## config.mk

```make
export PLATFORM = sky130hd
export DESIGN_NAME = swt_top
export DESIGN_NICKNAME = d
export VERILOG_FILES = /design/src/shared/swt_pkg.sv /design/src/rtl/swt_edge_sync.sv /design/src/rtl/swt_top.sv
export SDC_FILE = /design/constraint.sdc
export NUM_CORES = 1
export LEC_CHECK = 0
export BUFFER_PORTS_ARGS = -buffer_cell sky130_fd_sc_hd__buf_2
export CAP_MARGIN = 20
export CORE_ASPECT_RATIO = 1.5
export CORE_UTILIZATION = 35
export CTS_BUF_LIST = sky130_fd_sc_hd__clkbuf_4
export CTS_CLUSTER_DIAMETER = 60
export DETAILED_ROUTE_END_ITERATION = 10
export HOLD_SLACK_MARGIN = 0.05
export SYNTH_ARGS = -nofsm -noshare
export SYNTH_HDL_FRONTEND = slang
export SYNTH_SLANG_ARGS = --single-unit
export TNS_END_PERCENT = 30
```

## constraint.sdc

```tcl
create_clock -name pclk -period 6 [get_ports pclk]
set_input_delay 0.3 -clock pclk [delete_from_list [all_inputs] [get_ports pclk]]
set_output_delay 0.3 -clock pclk [all_outputs]
set_load 0.02 [all_outputs]
```

## src/shared/swt_pkg.sv

```systemverilog
/*
 * swt_pkg: register offsets, field positions, reset values and timing counts
 * for the sleep wakeup timer block.
 * assumes: apb with 32-bit data, one aligned word per register.
 */
package swt_pkg;
    localparam int          SWT_CNT_W         = 41;
    localparam int          SWT_REF_W         = 32;
    localparam int          SWT_NUM_TMR       = 2;

    localparam logic [7:0]  SWT_OFF_CTRL      = 8'h00;
    localparam logic [7:0]  SWT_OFF_STATUS    = 8'h04;
    localparam logic [7:0]  SWT_OFF_LOAD0_LO  = 8'h08;
    localparam logic [7:0]  SWT_OFF_LOAD0_HI  = 8'h0c;
    localparam logic [7:0]  SWT_OFF_LOAD1_LO  = 8'h10;
    localparam logic [7:0]  SWT_OFF_LOAD1_HI  = 8'h14;
    localparam logic [7:0]  SWT_OFF_CNT0_LO   = 8'h18;
    localparam logic [7:0]  SWT_OFF_CNT0_HI   = 8'h1c;
    localparam logic [7:0]  SWT_OFF_CNT1_LO   = 8'h20;
    localparam logic [7:0]  SWT_OFF_CNT1_HI   = 8'h24;
    localparam logic [7:0]  SWT_OFF_CMD       = 8'h28;
    localparam logic [7:0]  SWT_OFF_CALREF    = 8'h2c;

    // ctrl fields
    localparam int          SWT_CTRL_IEN0     = 0;
    localparam int          SWT_CTRL_IEN1     = 1;
    localparam int          SWT_CTRL_SLPDIS   = 2;
    localparam int          SWT_CTRL_SRC_LSB  = 4;
    localparam logic [31:0] SWT_CTRL_RESET    = 32'h0000_0000;
    localparam logic [31:0] SWT_CTRL_MASK     = 32'h0000_0037;

    // cmd fields (write-only strobes)
    localparam int          SWT_CMD_START0    = 0;
    localparam int          SWT_CMD_START1    = 1;
    localparam int          SWT_CMD_STOP0     = 2;
    localparam int          SWT_CMD_STOP1     = 3;
    localparam int          SWT_CMD_CAL       = 4;

    // status fields
    localparam int          SWT_ST_RUN_LSB    = 0;
    localparam int          SWT_ST_EXP_LSB    = 2;
    localparam int          SWT_ST_CALBUSY    = 4;

    localparam logic [1:0]  SWT_SRC_RC        = 2'h0;
    localparam logic [1:0]  SWT_SRC_XTAL      = 2'h1;
    localparam logic [1:0]  SWT_SRC_EXT       = 2'h2;

    // nominal calibration figures
    localparam int          SWT_SYS_HZ        = 16000000;
    localparam int          SWT_RC_HZ         = 32000;
    localparam int          SWT_CAL_PERIODS   = 20;
    localparam int          SWT_CAL_NOMINAL   = SWT_SYS_HZ / SWT_RC_HZ * SWT_CAL_PERIODS;

    typedef enum logic [1:0] {SWT_PWR_AWAKE, SWT_PWR_SLEEP, SWT_PWR_DEEP} swt_pwr_t;

    typedef struct packed {
        logic [1:0] run;
        logic [1:0] exp;
        logic       cal_busy;
    } swt_status_t;
endpackage

```

## src/rtl/swt_edge_sync.sv

```systemverilog
/*
 * swt_edge_sync: two-flop synchroniser on a slow clock pin and a one-cycle
 * rising edge pulse.
 * assumes: source clock well below pclk, so no edge is lost.
 */
`timescale 1ns/1ps
`default_nettype none
module swt_edge_sync (
    input  wire logic pclk,
    input  wire logic presetn,
    input  wire logic async_in,
    output logic      rise_pulse
);
    logic meta_reg;
    logic sync_reg;
    logic last_reg;
    logic rise_next;

    always_comb begin
        rise_next = sync_reg & ~last_reg;
    end

    always_ff @(posedge pclk or negedge presetn) begin
        if (!presetn) begin
            meta_reg   <= 1'b0;
            sync_reg   <= 1'b0;
            last_reg   <= 1'b0;
            rise_pulse <= 1'b0;
        end else begin
            meta_reg   <= async_in;
            sync_reg   <= meta_reg;
            last_reg   <= sync_reg;
            rise_pulse <= rise_next;
        end
    end
endmodule
`default_nettype wire

```

## src/rtl/swt_top.sv

```systemverilog
/*
 * swt_top: two 41-bit wakeup down-counters ticked by a selected 32 kHz source,
 * an apb register slave and a calibration reference counter on pclk.
 * assumes: pclk is the system clock; the 32 kHz clocks arrive as pins from
 * outside the pclk domain; the power state comes from the power controller.
 */
// The APB register port and the register addresses were left to the implementer.
`timescale 1ns/1ps
`default_nettype none
//Contract
//- two independent 41-bit down-counters, one step per selected 32 kHz period
//- 32 kHz source chosen from rc oscillator, crystal or external clock
//- running timer reaching zero flags expiry; interrupt raised when enabled
//- after zero the timer keeps counting down, wrapping, until stopped
//- load and start makes counting begin from loaded value on later ticks
//- stop halts the timer anytime, holds value, no event afterwards
//- status shows running and expired; reading it clears expired flags
//- timers run in sleep unless disabled for sleep; never in deep sleep
//- enabled expiry during sleep acts as a wake source
//- reference counter counts system clocks while awake
//- during calibration reference runs until timer 0 hits zero, then holds
//- 32000 Hz rc over twenty periods yields a reference count of 10000
module swt_top
    import swt_pkg::*;
(
    input  wire logic        pclk,
    input  wire logic        presetn,
    input  wire logic        psel,
    input  wire logic        penable,
    input  wire logic        pwrite,
    input  wire logic [7:0]  paddr,
    input  wire logic [31:0] pwdata,
    output logic      [31:0] prdata,
    output logic             pready,
    output logic             pslverr,
    input  wire logic        clk32_rc,
    input  wire logic        clk32_xtal,
    input  wire logic        clk32_ext,
    input  wire logic [1:0]  pwr_state,
    output logic      [1:0]  tmr_irq,
    output logic             wake_req
);
    logic [2:0]           src_tick;
    logic                 tick;
    logic [31:0]          ctrl_reg,  ctrl_next;
    logic [SWT_CNT_W-1:0] load_reg  [SWT_NUM_TMR], load_next [SWT_NUM_TMR];
    logic [SWT_CNT_W-1:0] cnt_reg   [SWT_NUM_TMR], cnt_next  [SWT_NUM_TMR];
    logic [1:0]           run_reg,   run_next;
    logic [1:0]           exp_reg,   exp_next;
    logic                 cal_reg,   cal_next;
    logic [SWT_REF_W-1:0] ref_reg,   ref_next;
    logic [31:0]          prdata_next;
    logic                 pslverr_next;
    logic [1:0]           irq_next;
    logic                 wake_next;
    logic                 wr, rd, tick_en;
    logic [1:0]           hit;
    swt_status_t          st;

    genvar g;
    generate
        for (g = 0; g < 3; g++) begin : g_sync
            swt_edge_sync i_swt_edge_sync (
                .pclk       (pclk),
                .presetn    (presetn),
                .async_in   (g == 0 ? clk32_rc : (g == 1 ? clk32_xtal : clk32_ext)),
                .rise_pulse (src_tick[g])
            );
        end
    endgenerate

    function automatic logic valid_off(input logic [7:0] a);
        valid_off = (a <= SWT_OFF_CALREF) && (a[1:0] == 2'h0);
    endfunction

    always_comb begin
        case (ctrl_reg[SWT_CTRL_SRC_LSB +: 2])
            SWT_SRC_RC:   tick = src_tick[0];
            SWT_SRC_XTAL: tick = src_tick[1];
            SWT_SRC_EXT:  tick = src_tick[2];
            default:      tick = src_tick[0];
        endcase
    end

    always_comb begin
        wr = psel & penable & pwrite;
        rd = psel & penable & ~pwrite;
        case (pwr_state)
            SWT_PWR_AWAKE: tick_en = tick;
            SWT_PWR_SLEEP: tick_en = tick & ~ctrl_reg[SWT_CTRL_SLPDIS];
            default:       tick_en = 1'b0;
        endcase
    end

    always_comb begin
        ctrl_next = ctrl_reg;
        run_next  = run_reg;
        exp_next  = exp_reg;
        cal_next  = cal_reg;
        ref_next  = ref_reg;
        hit       = 2'b00;
        for (int i = 0; i < SWT_NUM_TMR; i++) begin
            load_next[i] = load_reg[i];
            cnt_next[i]  = cnt_reg[i];
        end
        // a status read clears only the expiry bits it reported, so a hit between setup and access is not lost
        if (rd && paddr == SWT_OFF_STATUS) begin
            exp_next = exp_reg & ~prdata[SWT_ST_EXP_LSB +: 2];
        end
        for (int i = 0; i < SWT_NUM_TMR; i++) begin
            if (run_reg[i] && tick_en) begin
                cnt_next[i] = cnt_reg[i] - 41'h1;
                if (cnt_reg[i] == 41'h1) begin
                    hit[i]      = 1'b1;
                    exp_next[i] = 1'b1;
                end
            end
        end
        if (cal_reg && pwr_state == SWT_PWR_AWAKE) begin
            ref_next = ref_reg + 32'h1;
        end
        if (cal_reg && hit[0]) begin
            cal_next = 1'b0;
        end
        if (wr) begin
            case (paddr)
                SWT_OFF_CTRL:     ctrl_next = pwdata & SWT_CTRL_MASK;
                SWT_OFF_LOAD0_LO: load_next[0][31:0] = pwdata;
                SWT_OFF_LOAD0_HI: load_next[0][40:32] = pwdata[8:0];
                SWT_OFF_LOAD1_LO: load_next[1][31:0] = pwdata;
                SWT_OFF_LOAD1_HI: load_next[1][40:32] = pwdata[8:0];
                SWT_OFF_CMD: begin
                    for (int i = 0; i < SWT_NUM_TMR; i++) begin
                        if (pwdata[SWT_CMD_START0 + i]) begin
                            cnt_next[i] = load_reg[i];
                            run_next[i] = 1'b1;
                        end
                        if (pwdata[SWT_CMD_STOP0 + i]) begin
                            run_next[i] = 1'b0;
                            hit[i]      = 1'b0;
                            exp_next[i] = exp_reg[i] & ~(rd && paddr == SWT_OFF_STATUS);
                        end
                    end
                    if (pwdata[SWT_CMD_CAL]) begin
                        cal_next    = 1'b1;
                        ref_next    = '0;
                        cnt_next[0] = load_reg[0];
                        run_next[0] = 1'b1;
                    end
                    if (pwdata[SWT_CMD_STOP0]) begin
                        cal_next = 1'b0;
                    end
                end
                default: ;
            endcase
        end
    end

    always_comb begin
        st.run      = run_reg;
        st.exp      = exp_reg;
        st.cal_busy = cal_reg;
        pslverr_next = psel & ~penable & ~valid_off(paddr);
        prdata_next  = 32'h0;
        if (psel && !penable && !pwrite) begin
            case (paddr)
                SWT_OFF_CTRL:     prdata_next = ctrl_reg;
                SWT_OFF_STATUS:   prdata_next = {27'h0, st.cal_busy, st.exp, st.run};
                SWT_OFF_LOAD0_LO: prdata_next = load_reg[0][31:0];
                SWT_OFF_LOAD0_HI: prdata_next = {23'h0, load_reg[0][40:32]};
                SWT_OFF_LOAD1_LO: prdata_next = load_reg[1][31:0];
                SWT_OFF_LOAD1_HI: prdata_next = {23'h0, load_reg[1][40:32]};
                SWT_OFF_CNT0_LO:  prdata_next = cnt_reg[0][31:0];
                SWT_OFF_CNT0_HI:  prdata_next = {23'h0, cnt_reg[0][40:32]};
                SWT_OFF_CNT1_LO:  prdata_next = cnt_reg[1][31:0];
                SWT_OFF_CNT1_HI:  prdata_next = {23'h0, cnt_reg[1][40:32]};
                SWT_OFF_CALREF:   prdata_next = ref_reg;
                default:          prdata_next = 32'h0;
            endcase
        end else if (psel && penable) begin
            prdata_next = prdata;
        end
        irq_next[0] = hit[0] & ctrl_reg[SWT_CTRL_IEN0];
        irq_next[1] = hit[1] & ctrl_reg[SWT_CTRL_IEN1];
        wake_next   = (|irq_next) & (pwr_state == SWT_PWR_SLEEP);
    end

    always_ff @(posedge pclk or negedge presetn) begin
        if (!presetn) begin
            ctrl_reg <= SWT_CTRL_RESET;
            run_reg  <= 2'b00;
            exp_reg  <= 2'b00;
            cal_reg  <= 1'b0;
            ref_reg  <= '0;
            for (int i = 0; i < SWT_NUM_TMR; i++) begin
                load_reg[i] <= '0;
                cnt_reg[i]  <= '0;
            end
            prdata   <= 32'h0;
            pready   <= 1'b0;
            pslverr  <= 1'b0;
            tmr_irq  <= 2'b00;
            wake_req <= 1'b0;
        end else begin
            ctrl_reg <= ctrl_next;
            run_reg  <= run_next;
            exp_reg  <= exp_next;
            cal_reg  <= cal_next;
            ref_reg  <= ref_next;
            for (int i = 0; i < SWT_NUM_TMR; i++) begin
                load_reg[i] <= load_next[i];
                cnt_reg[i]  <= cnt_next[i];
            end
            prdata   <= prdata_next;
            pready   <= psel & ~penable;
            pslverr  <= pslverr_next;
            tmr_irq  <= irq_next;
            wake_req <= wake_next;
        end
    end

    // assertions
    a_stop_holds_count: assert property (@(posedge pclk) disable iff (!presetn)
        !run_reg[1] && !(wr && paddr == SWT_OFF_CMD) |=> $stable(cnt_reg[1]))
        else $error("stopped timer count moved");
    a_no_irq_stopped: assert property (@(posedge pclk) disable iff (!presetn)
        !run_reg[0] |=> !tmr_irq[0])
        else $error("irq from stopped timer");
    a_tick_decrements: assert property (@(posedge pclk) disable iff (!presetn)
        run_reg[0] && tick_en && !wr |=> cnt_reg[0] == $past(cnt_reg[0]) - 41'h1)
        else $error("timer did not step down");
    a_wrap_below_zero: assert property (@(posedge pclk) disable iff (!presetn)
        run_reg[0] && tick_en && cnt_reg[0] == 41'h0 && !wr |=> cnt_reg[0] == {SWT_CNT_W{1'b1}})
        else $error("timer did not wrap");
    a_expiry_irq: assert property (@(posedge pclk) disable iff (!presetn)
        hit[0] && ctrl_reg[SWT_CTRL_IEN0] |=> tmr_irq[0] && exp_reg[0])
        else $error("expiry lost");
    a_status_clear: assert property (@(posedge pclk) disable iff (!presetn)
        rd && paddr == SWT_OFF_STATUS && hit == 2'b00 |=> (exp_reg & $past(prdata[SWT_ST_EXP_LSB +: 2])) == 2'b00)
        else $error("status read left expiry set");
    a_deep_frozen: assert property (@(posedge pclk) disable iff (!presetn)
        pwr_state == SWT_PWR_DEEP && !wr |=> $stable(cnt_reg[0]))
        else $error("timer ran in deep sleep");
    a_wake_source: assert property (@(posedge pclk) disable iff (!presetn)
        hit[0] && ctrl_reg[SWT_CTRL_IEN0] && pwr_state == SWT_PWR_SLEEP |=> wake_req)
        else $error("no wake on expiry");
    a_cal_ref_hold: assert property (@(posedge pclk) disable iff (!presetn)
        cal_reg && hit[0] |=> !cal_reg ##1 $stable(ref_reg))
        else $error("reference kept counting");
    a_cal_clear: assert property (@(posedge pclk) disable iff (!presetn)
        wr && paddr == SWT_OFF_CMD && pwdata[SWT_CMD_CAL] |=> ref_reg == '0 && cal_reg)
        else $error("calibration start did not clear");
    a_ref_awake: assert property (@(posedge pclk) disable iff (!presetn)
        cal_reg && pwr_state == SWT_PWR_AWAKE && !wr |=> ref_reg == $past(ref_reg) + 32'h1)
        else $error("reference did not count");
    a_start_load: assert property (@(posedge pclk) disable iff (!presetn)
        wr && paddr == SWT_OFF_CMD && pwdata[SWT_CMD_START1] && !pwdata[SWT_CMD_STOP1]
        |=> run_reg[1] && cnt_reg[1] == $past(load_reg[1]))
        else $error("start did not load");
    a_src_select: assert property (@(posedge pclk) disable iff (!presetn)
        ctrl_reg[SWT_CTRL_SRC_LSB +: 2] == SWT_SRC_EXT && run_reg[0] && pwr_state == SWT_PWR_AWAKE && !wr
        |=> cnt_reg[0] == $past(cnt_reg[0]) - {40'h0, $past(src_tick[2])})
        else $error("wrong clock source");
    c_expiry:   cover property (@(posedge pclk) disable iff (!presetn) tmr_irq[0]);
    c_wake:     cover property (@(posedge pclk) disable iff (!presetn) wake_req);
    c_cal_done: cover property (@(posedge pclk) disable iff (!presetn) cal_reg ##1 !cal_reg);
endmodule
`default_nettype wire

```

==> results_dict.tcl, run 1 <==
set metrics [dict create \
    cpMaxStageDelayCell "or4_1" \
    p_leak_uw 0.00701 \
    clk_pin_slew_ns 0.06 \
    slew_viol_final 0 \
    netlist_area_sq_um 13200 \
    rows 86 \
    max_slew_margin_pct 26.5 \
    hold_path.class "in -> reg" \
    seq_area_sq_um 6380 \
    portBuffers 86 \
    outcome "completed" \
    die_h_um 240 \
    startpoint_type "flip-flop" \
    start_util_pct 35.7 \
    vias 11100 \
    overflow 0 \
    drt_pre_antenna_iters 8 \
    cts_hold_buf 44 \
    fin_crit_sh_pct 49.8 \
    gp_congestion 0.939 \
    crit_path_cell_trace "inv_1, ha_1, nor2b_1, nor4_2, buf_4, nand4_1, or4_1, a31oi_1" \
    nFillCells 3634 \
    setup_viol 0 \
    grt_usage_pct 22.7 \
    core_region_area_sq_um 36900 \
    drc 0 \
    wl_per_cell_um 22.1 \
    vdd_drop_max_v 0.000121 \
    ys_dominant_reg_cell "dfrtp_1" \
    post-route-min-period_ns 2.99 \
    cts_resized 0 \
    ios 87 \
    antenna_found_initial 1 \
    max_freq_mhz 335 \
    required_ns 6.61 \
    ant_nets 0 \
    cellPowerDensity_nw_per_um2 255 \
    syn_to_final_growth_pct 16.4 \
    fin_total_pwr_uw 3900 \
    clock-sinks 255 \
    synthArstFlopShare_pct 100 \
    dieArea_sq_um 38400 \
    final_cell_mix "dfrtp_1 (255), nor2_1 (134), clkbuf_4 (89)" \
    h-tree-depth 3 \
    clk_latency_ns 0.71 \
    post-synth-top-area-cell "dfrtp_1" \
    critPathMaxFanout 21 \
    cts_tree "built" \
    yosysSeqAreaShare_pct 48.5 \
    path_class "reg -> reg" \
    ys_top_cells_by_area "dfrtp_1 (48%), mux2_2 (6.7%), nor2_1 (3.8%)" \
    finalClockSkew_ns 0.0429 \
    max_cap_violations 0 \
    numCtsBuffers 68 \
    synth_cells 1281 \
    nets 1467 \
    multiInputGateArea_sq_um 6400 \
    worst_slew_pin_slew_ns 1.09 \
    via_per_inst 5.76 \
    clk_path_buf_depth 3 \
    grt_max_degree 147 \
    dp_hpwl_um 29900 \
    slowest_delay_ns 0.64 \
    cts_setup_buffers 0 \
    drive_gt1_share_pct 22.4 \
    rsz0062_at_grt "false" \
    fin_tns_setup_ns 0 \
    wl_um 42800 \
    yosysTopAreaCellShare_pct 48.5 \
    synth_enable_flop_cells 0 \
    drt_iter0_drc 947 \
    cts_root_buf "clkbuf_4" \
    cp-end-kind "flip-flop" \
    die_w_um 160 \
    syn_avg_cell_area_sq_um 10.3 \
    final_common_cell "dfrtp_1" \
    ys_seq_elements 255 \
    grt_pass1_wl_um 66100 \
    yosys_warnings 0 \
    arrival_ns 3.60 \
    syn_nets 1338 \
    hold_viol_final 0 \
    ys_types 75 \
    grt_pass1_vias 11100 \
]
synthesized netlist by cell type, types with 24 or more instances:
cell	n
dfrtp_1	255
a21oi_1	64
nor2_1	134
a22oi_1	42
a31oi_1	35
mux2_2	78
nand4_1	32
o31ai_1	25
nor4_1	25
a222oi_1	24
clkbuf_1	68
xnor2_1	25
nor3_1	26
nand2_1	65
nand3_1	27
xor2_1	48
o21ai_0	43
or4_1	35
final timing paths:
| check | startpoint | endpoint | slack (ns) | cells past startpoint |
|---|---|---|---|---|
| setup / recovery | ctrl_reg[4] | cnt_reg[81] | 3.01 | 8 |
| hold / removal | paddr[7] | prdata[0] | 0.12 | 4 |
| setup reg to reg | ctrl_reg[4] | cnt_reg[81] | 3.01 | 8 |
| hold reg to reg | g_sync[0].i_swt_edge_sync.meta_reg | g_sync[0].i_swt_edge_sync.sync_reg | 0.35 | 0 |
| max in group asynchronous | presetn | prdata[10] | 4.45 | 3 |
| min in group asynchronous | presetn | load_reg[68] | 0.25 | 2 |
final cells by class:
class | count | share of cell area [%]
tap | 484 | 3.95
clock buffer | 89 | 4.36
antenna | 2 | 0.0327
sequential | 255 | 41.6
inverter | 15 | 0.367
clock inverter | 18 | 0.972
multi-input combinational | 921 | 41.7
timing repair buffer | 149 | 6.92
power breakdown:
part	switching, uW	internal [uW]	total [uW]	leakage (uW)
combinational	266	174	440	0.00307
sequential	125	1800	1920	0.00346
clock	727	812	1540	0.000480
cell families (layout without fill, tap and decap cells):
logic type	count (synthesis)	after routing	share of synthesized area [%]
compound gates	286	286	14.6
simple gates	452	452	19.1
flops	255	255	48.5
fa+ha+maj	7	7	0.665
mux	103	103	9.08
other cells	0	2	0
buf+inv	105	271	3.26
xor+xnor	73	73	4.86
stage by stage:
stage	util, %	hold WS, ns	setup slack, ns	area [sq um]	cells
floorplan	-	0.00441	3.52	13200	1281
global placement	38.0	0.333	2.34	14000	1778
detailed placement	38.0	0.337	2.24	14000	1778
CTS	41.4	0.0681	3.01	15300	1929
global route	41.5	0.150	2.80	15300	1932
finish	41.5	0.124	3.01	15300	1933
worst max-delay path: cells and delay by family, from the launching register on:
family	cells	cell delay (ns)
buffers and inverters	2	0.41
adders and majority gates	1	0.30
AOI/OAI and AO/OA	1	0.19
DFF	1	0.41
and+or+nand+nor	4	1.60
layer usage:
layer / GRT usage (%) / part of all wire (%)
met4: 15.2 / 6.4
met5: 0 / 0
met2: 39.0 / 50
met1: 26.2 / 39
met3: 3.45 / 5.0
No activity file was read; power rests on OpenSTA's default activity.
==> inputs of run 2 (changes only) <==
Settings changed: ABC_AREA from default to 1.
Clock period 6 ns to 2.74 ns, I/O delays scaled along.
==> run 2 against run 1 <==
  * Hold slack better by 0.010 ns
  * Final cell count increased by 43%
  * Routed wire length rose by 36%
  * Maximum frequency up 20%
  * Critical endpoint is now wake_req
  * Largest cell class unchanged
==> results_dict.tcl, run 2 <==
set metrics [dict create \
    outcome "completed" \
    arrival_ns 3.15 \
    wl_um 58000 \
    rows 90 \
    final_core_util_pct 41.9 \
    overflow 0 \
    synth_most_common_cell "nand2_1" \
    die_w_um 168 \
    vias 14200 \
    wl_per_cell_um 20.9 \
    drt_iter0_drc 1008 \
    startpoint_type "flip-flop" \
    seq_area_sq_um 6380 \
    synth_enable_flop_cells 0 \
    synth_xor_xnor_area_share_pct 2.07 \
    yosys_warnings 0 \
    synthMuxAreaShare_pct 0 \
    critPathMaxFanout 17 \
    die_h_um 250 \
    dr_wl_met2_um 29100 \
    cts_resized 0 \
    required_ns 3.41 \
    yosysTopAreaCellShare_pct 44.3 \
    max_freq_mhz 403 \
    grt_max_degree 72 \
    hold_path.class "in -> reg" \
    clk_path_buf_depth 3 \
    netlist_area_sq_um 14400 \
    dp_cells 2592 \
    ant_nets 0 \
    ys_seq_elements 255 \
    via_per_inst 5.14 \
    setup_viol 0 \
    top_layer "met4" \
    clock-sinks 255 \
    grt_pass1_wl_um 87500 \
    ys_dominant_reg_cell "dfrtp_1" \
    ios 87 \
    synth_common_cells "nand2_1 (638), dfrtp_1 (255), nor2_1 (246), inv_1 (243), o21ai_0 (142)" \
    hold_viol_final 0 \
    worst_slew_pin_slew_ns 0.921 \
    max_cap_violations 0 \
    cts_tree "built" \
    drive_gt1_share_pct 13.7 \
    p_leak_uw 0.00855 \
    synth_fa_ha_area_share_pct 0.609 \
    multiInputGateArea_sq_um 6770 \
    crit_path_cell_trace "inv_1, ha_1, inv_1, nor2_1, nor2_4, nand3_4, inv_2, nand2_1, nor3_1, nand2_1, a21oi_1" \
    max_slew_margin_pct 38.5 \
    final_cell_mix "nand2_1 (638), dfrtp_1 (255), nor2_1 (246)" \
    h-tree-depth 3 \
    cp-end-kind "flip-flop" \
    cellPowerDensity_nw_per_um2 467 \
    gp_congestion 0.974 \
    grt_pass1_vias 14300 \
    drt_pre_antenna_iters 8 \
    clk_pin_slew_ns 0.07 \
    cts_root_buf "clkbuf_4" \
    finalClockSkew_ns 0.0455 \
    synth_compound_area_share_pct 11.4 \
    post-synth-top-area-cell "dfrtp_1" \
    path_buf_inv 3 \
    yosysSeqAreaShare_pct 44.3 \
    clk_latency_ns 0.77 \
    nFillCells 4294 \
    syn_avg_cell_area_sq_um 7.13 \
    numCtsBuffers 69 \
    cts_setup_buffers 0 \
    dieArea_sq_um 41900 \
    route.met3.wl_um 3090 \
    core_region_area_sq_um 40400 \
    post-route-min-period_ns 2.48 \
    vdd_drop_max_v 0.000256 \
    synthArstFlopShare_pct 100 \
    antenna_found_initial 1 \
    synth-simple-area-share_pct 32.9 \
    grt_usage_pct 28.3 \
    synth_top_family_by_area "simple AND/OR/NAND/NOR gates" \
    dp_hpwl_um 44400 \
    nets 2272 \
    rsz0062_at_grt "false" \
    drc 0 \
    cpMaxStageDelayCell "dfrtp_1" \
    syn_to_final_growth_pct 17.8 \
    ys_top_cells_by_area "dfrtp_1 (44%), nand2_1 (17%), nor2_1 (6.4%)" \
    syn_nets 2075 \
    m1WireLength_um 22000 \
    stdcell_count 2770 \
    path_class "reg -> reg" \
    slew_viol_final 0 \
    fin_crit_sh_pct 90.6 \
    fin_tns_setup_ns 0 \
    ys_types 42 \
    final_common_cell "nand2_1" \
    portBuffers 86 \
    synth_cells 2018 \
    slowest_delay_ns 0.40 \
    start_util_pct 35.6 \
    crit_family "simple AND/OR/NAND/NOR gates" \
]
-- run 2: cell count changes after synthesis, sizes merged, moves of 86 or more --
cell,change
nand3,+86
nand2,+584
o21ai,+164
inv,+243
nor2,+142
mux2,-91
-- run 2: area by class of cell --
cell class / instances / area share [%]
timing repair buffer: 178 / 7.93
sequential: 255 / 37.6
tap: 506 / 3.73
clock buffer: 100 / 4.43
inverter: 259 / 5.75
antenna: 1 / 0.0148
clock inverter: 19 / 0.598
multi-input combinational: 1452 / 39.9
-- run 2: what timing repair did --
action	in CTS	in global routing
endpoints found under the setup margin	0	0
hold buffers	58	0
endpoints found under the hold margin	406	0
-- run 2: worst paths after layout --
check                                              startpoint                            endpoint  slack, ns  depth (start not counted)
max reg2reg                                       ctrl_reg[4]                            wake_req       0.26                         11
max in group asynchronous                             presetn                         cnt_reg[30]       1.69                          4
min                                                  paddr[3]                          exp_reg[1]       0.13                          8
min in group asynchronous                             presetn                         cnt_reg[64]       0.59                          4
max                                               ctrl_reg[4]                            wake_req       0.26                         11
min reg2reg                g_sync[1].i_swt_edge_sync.meta_reg  g_sync[1].i_swt_edge_sync.sync_reg       0.35                          0
-- run 2: kinds of logic after synthesis --
group | after synthesis
AND/OR/NAND/NOR | 1112
buffers and inverters | 311
AO/OA/AOI/OAI | 299
flip-flops | 255
XOR/XNOR | 34
adder cells (fa/ha/maj) | 7
-- run 2: layer usage --
layer	GRT usage [%]	vias up
li1	-	6833
met3	4.74	173
met5	0	-
met1	31.6	6695
met4	18.1	0
met2	49.9	540
-- run 2: power by group --
group          internal, uW  switching, uW
Combinational           183            335
Sequential             3830           83.3
Clock                  1770           1720
-- run 2: through the flow --
step	total power (uW)	setup WS, ns	area [sq um]	hold WS (ns)
after global routing	8260	0.100	17000	0.120
final	7920	0.258	17000	0.134
after global placement	4430	0.365	15500	0.188
after CTS	8020	0.316	17000	0.0753
after floorplan	4160	0.899	14400	-0.159
after detailed placement	4430	0.334	15500	0.193
-- run 2: tightest hold or removal path: stages --
cell and delay [ns]:
buf_2 0.13, nand3_4 0.11, inv_1 0.05, nand3_1 0.11
inv_2 0.08, nand2_1 0.12, nand2_1 0.06, nand2_1 0.05
==> inputs of run 3 (changes only) <==
Settings changed: PLACE_DENSITY from default to 0.49.
Clock period 2.74 ns to 2.1 ns, I/O delays scaled along.
==> run 3 against run 2 <==
  * Final area grew 2.0%
  * Hold slack lost 0.011 ns
  * Setup slack lost 0.17 ns
  * Sequential power grew 30%
  * Largest cell class unchanged
==> results_dict.tcl, run 3 (synthesis gave the netlist of run 2 again) <==
set metrics [dict create \
    outcome "completed" \
    portBuffers 86 \
    grt_max_degree 65 \
    gp_congestion 0.950 \
    rr_worst_depth 10 \
    p_leak_uw 0.00875 \
    hold_viol_final 0 \
    wl_um 58000 \
    core_region_area_sq_um 40400 \
    placed_cell_area_sq_um 15800 \
    vdd_drop_max_v 0.000364 \
    clk_latency_ns 0.78 \
    grt_usage_pct 28.2 \
    post-route-min-period_ns 2.01 \
    use_met3_pct 3.51 \
    max_freq_mhz 498 \
    arrival_ns 2.69 \
    cellPowerDensity_nw_per_um2 586 \
    max_cap_violations 0 \
    die_w_um 168 \
    numCtsBuffers 71 \
    drt_iter0_drc 999 \
    startpoint_type "flip-flop" \
    r2r-end "wake_req" \
    clk_path_buf_depth 3 \
    cpMostUsedCell "inv_1" \
    hold_path.class "in -> reg" \
    nets 2318 \
    required_ns 2.79 \
    clk_pin_slew_ns 0.06 \
    critPathMaxFanout 14 \
    drt_pre_antenna_iters 5 \
    via_per_inst 5.05 \
    cts_tree "built" \
    dieArea_sq_um 41900 \
    cts_root_buf "clkbuf_4" \
    grt_pass1_vias 14300 \
    grt_busiest_layer "met2" \
    path_buf_inv 3 \
    slowest_delay_ns 0.34 \
    syn_to_final_growth_pct 20.2 \
    design_area_sq_um 17300 \
    dp_cells 2630 \
    ant_nets 0 \
    setup_viol 0 \
    final_core_util_pct 42.8 \
    ios 87 \
    overflow 0 \
    start_util_pct 35.6 \
    slew_viol_final 0 \
    antenna_found_initial 1 \
    fin_tns_setup_ns 0 \
    final_cell_mix "nand2_1 (635), dfrtp_1 (255), nor2_1 (242)" \
    die_h_um 250 \
    path_depth 10 \
    grt_pass1_wl_um 87300 \
    rows 90 \
    max_slew_margin_pct 57.1 \
    dp_hpwl_um 44700 \
    reg2reg_slack_ns 0.09 \
    fin_crit_sh_pct 95.6 \
    rsz0062_at_grt "true" \
    nFillCells 4298 \
    stdcell_count 2807 \
    crit_path_cell_trace "inv_1, ha_1, inv_1, nor2_1, nor2_4, nand3_4, buf_12, nor3_4, nand3_1, a21oi_1" \
    cpMaxStageDelayCell "dfrtp_1" \
    final_common_cell "nand2_1" \
    vias 14200 \
    crit_family "simple AND/OR/NAND/NOR gates" \
    finalClockSkew_ns 0.0303 \
    grt.met1_usage_pct 33.1 \
    drc 0 \
    regToRegStartpoint "ctrl_reg[4]" \
    path_class "reg -> reg" \
    drive_gt1_share_pct 15.4 \
    h-tree-depth 3 \
    worstSetupEndpoint "wake_req" \
    clock-sinks 255 \
    whs_ns 0.123 \
    grt_util_met2_pct 48.6 \
    cp-end-kind "flip-flop" \
    wl_per_cell_um 20.7 \
    setup.worst_path.start "ctrl_reg[4]" \
    worst_slew_pin_slew_ns 0.643 \
]
-- run 3: cell types whose count changed in the layout (fill, tap and decap cells not counted), moves of 3 or more --
cell,delta
clkinv_2,+4
nor2_2,+4
nor2_1,-4
buf_4,+37
clkbuf_4,-13
dlygate4sd3_1,+5
nand2_1,-3
-- run 3: worst register-to-register path, delay by kind of cell, from the launching register on --
family	cells	cell delay, ns
AND/OR/NAND/NOR	5	0.82
flip-flops	1	0.34
AO/OA/AOI/OAI	1	0.19
buffers and inverters	3	0.29
adder cells (fa/ha/maj)	1	0.29
-- run 3: repair_timing --
| action | in CTS | in global routing |
|---|---|---|
| cloned | 0 | 0 |
| buffers inserted | 0 | 2 |
| resized for setup | 2 | 18 |
| hold endpoints to repair | 443 | 0 |
| setup endpoints to repair | 3 | 34 |
| pin swaps | 0 | 1 |
| hold buffers | 62 | 0 |
-- run 3: worst min path at each step --
stage / from / to / slack [ns] / cells after the start
6_report: paddr[4] / ref_reg[18] / 0.12 / 8
2_1_floorplan: presetn / cal_reg / -0.19 / 0
5_1_grt: pwdata[12] / load_reg[12] / 0.15 / 4
3_3_place_gp: presetn / cnt_reg[61] / 0.11 / 1
4_1_cts: paddr[4] / ref_reg[18] / 0.07 / 8
3_5_place_dp: presetn / cnt_reg[63] / 0.12 / 1
-- run 3: routing by layer --
layer  vias up  wire, um
met5         -         0
met3       134      2490
met4         0      3780
met2       428     28400
li1       6910         -
met1      6700     23300
-- run 3: where the power goes --
group          leakage [uW]  switching [uW]  internal [uW]
logic               0.00507             448            254
registers           0.00320            95.4           5000
clock network      0.000471            2270           2060
total               0.00875            2810           7320
-- run 3: stage by stage --
step,worst slack (ns),total power [uW]
2_1_floorplan,0.259,5430
3_3_place_gp,-0.00679,5810
3_5_place_dp,-0.0246,5820
4_1_cts,0.0405,10300
5_1_grt,-0.0245,10600
6_report,0.0929,10100
-- run 3: layout make-up --
cell class	instances	area [sq um]	share of cell area [%]
tap	506	633	3.66
inverter	259	980	5.67
timing repair buffer	222	1700	9.80
clock inverter	23	129	0.745
multi-input combinational	1452	6810	39.4
antenna	3	7.51	0.0434
sequential	255	6380	36.9
clock buffer	87	653	3.78
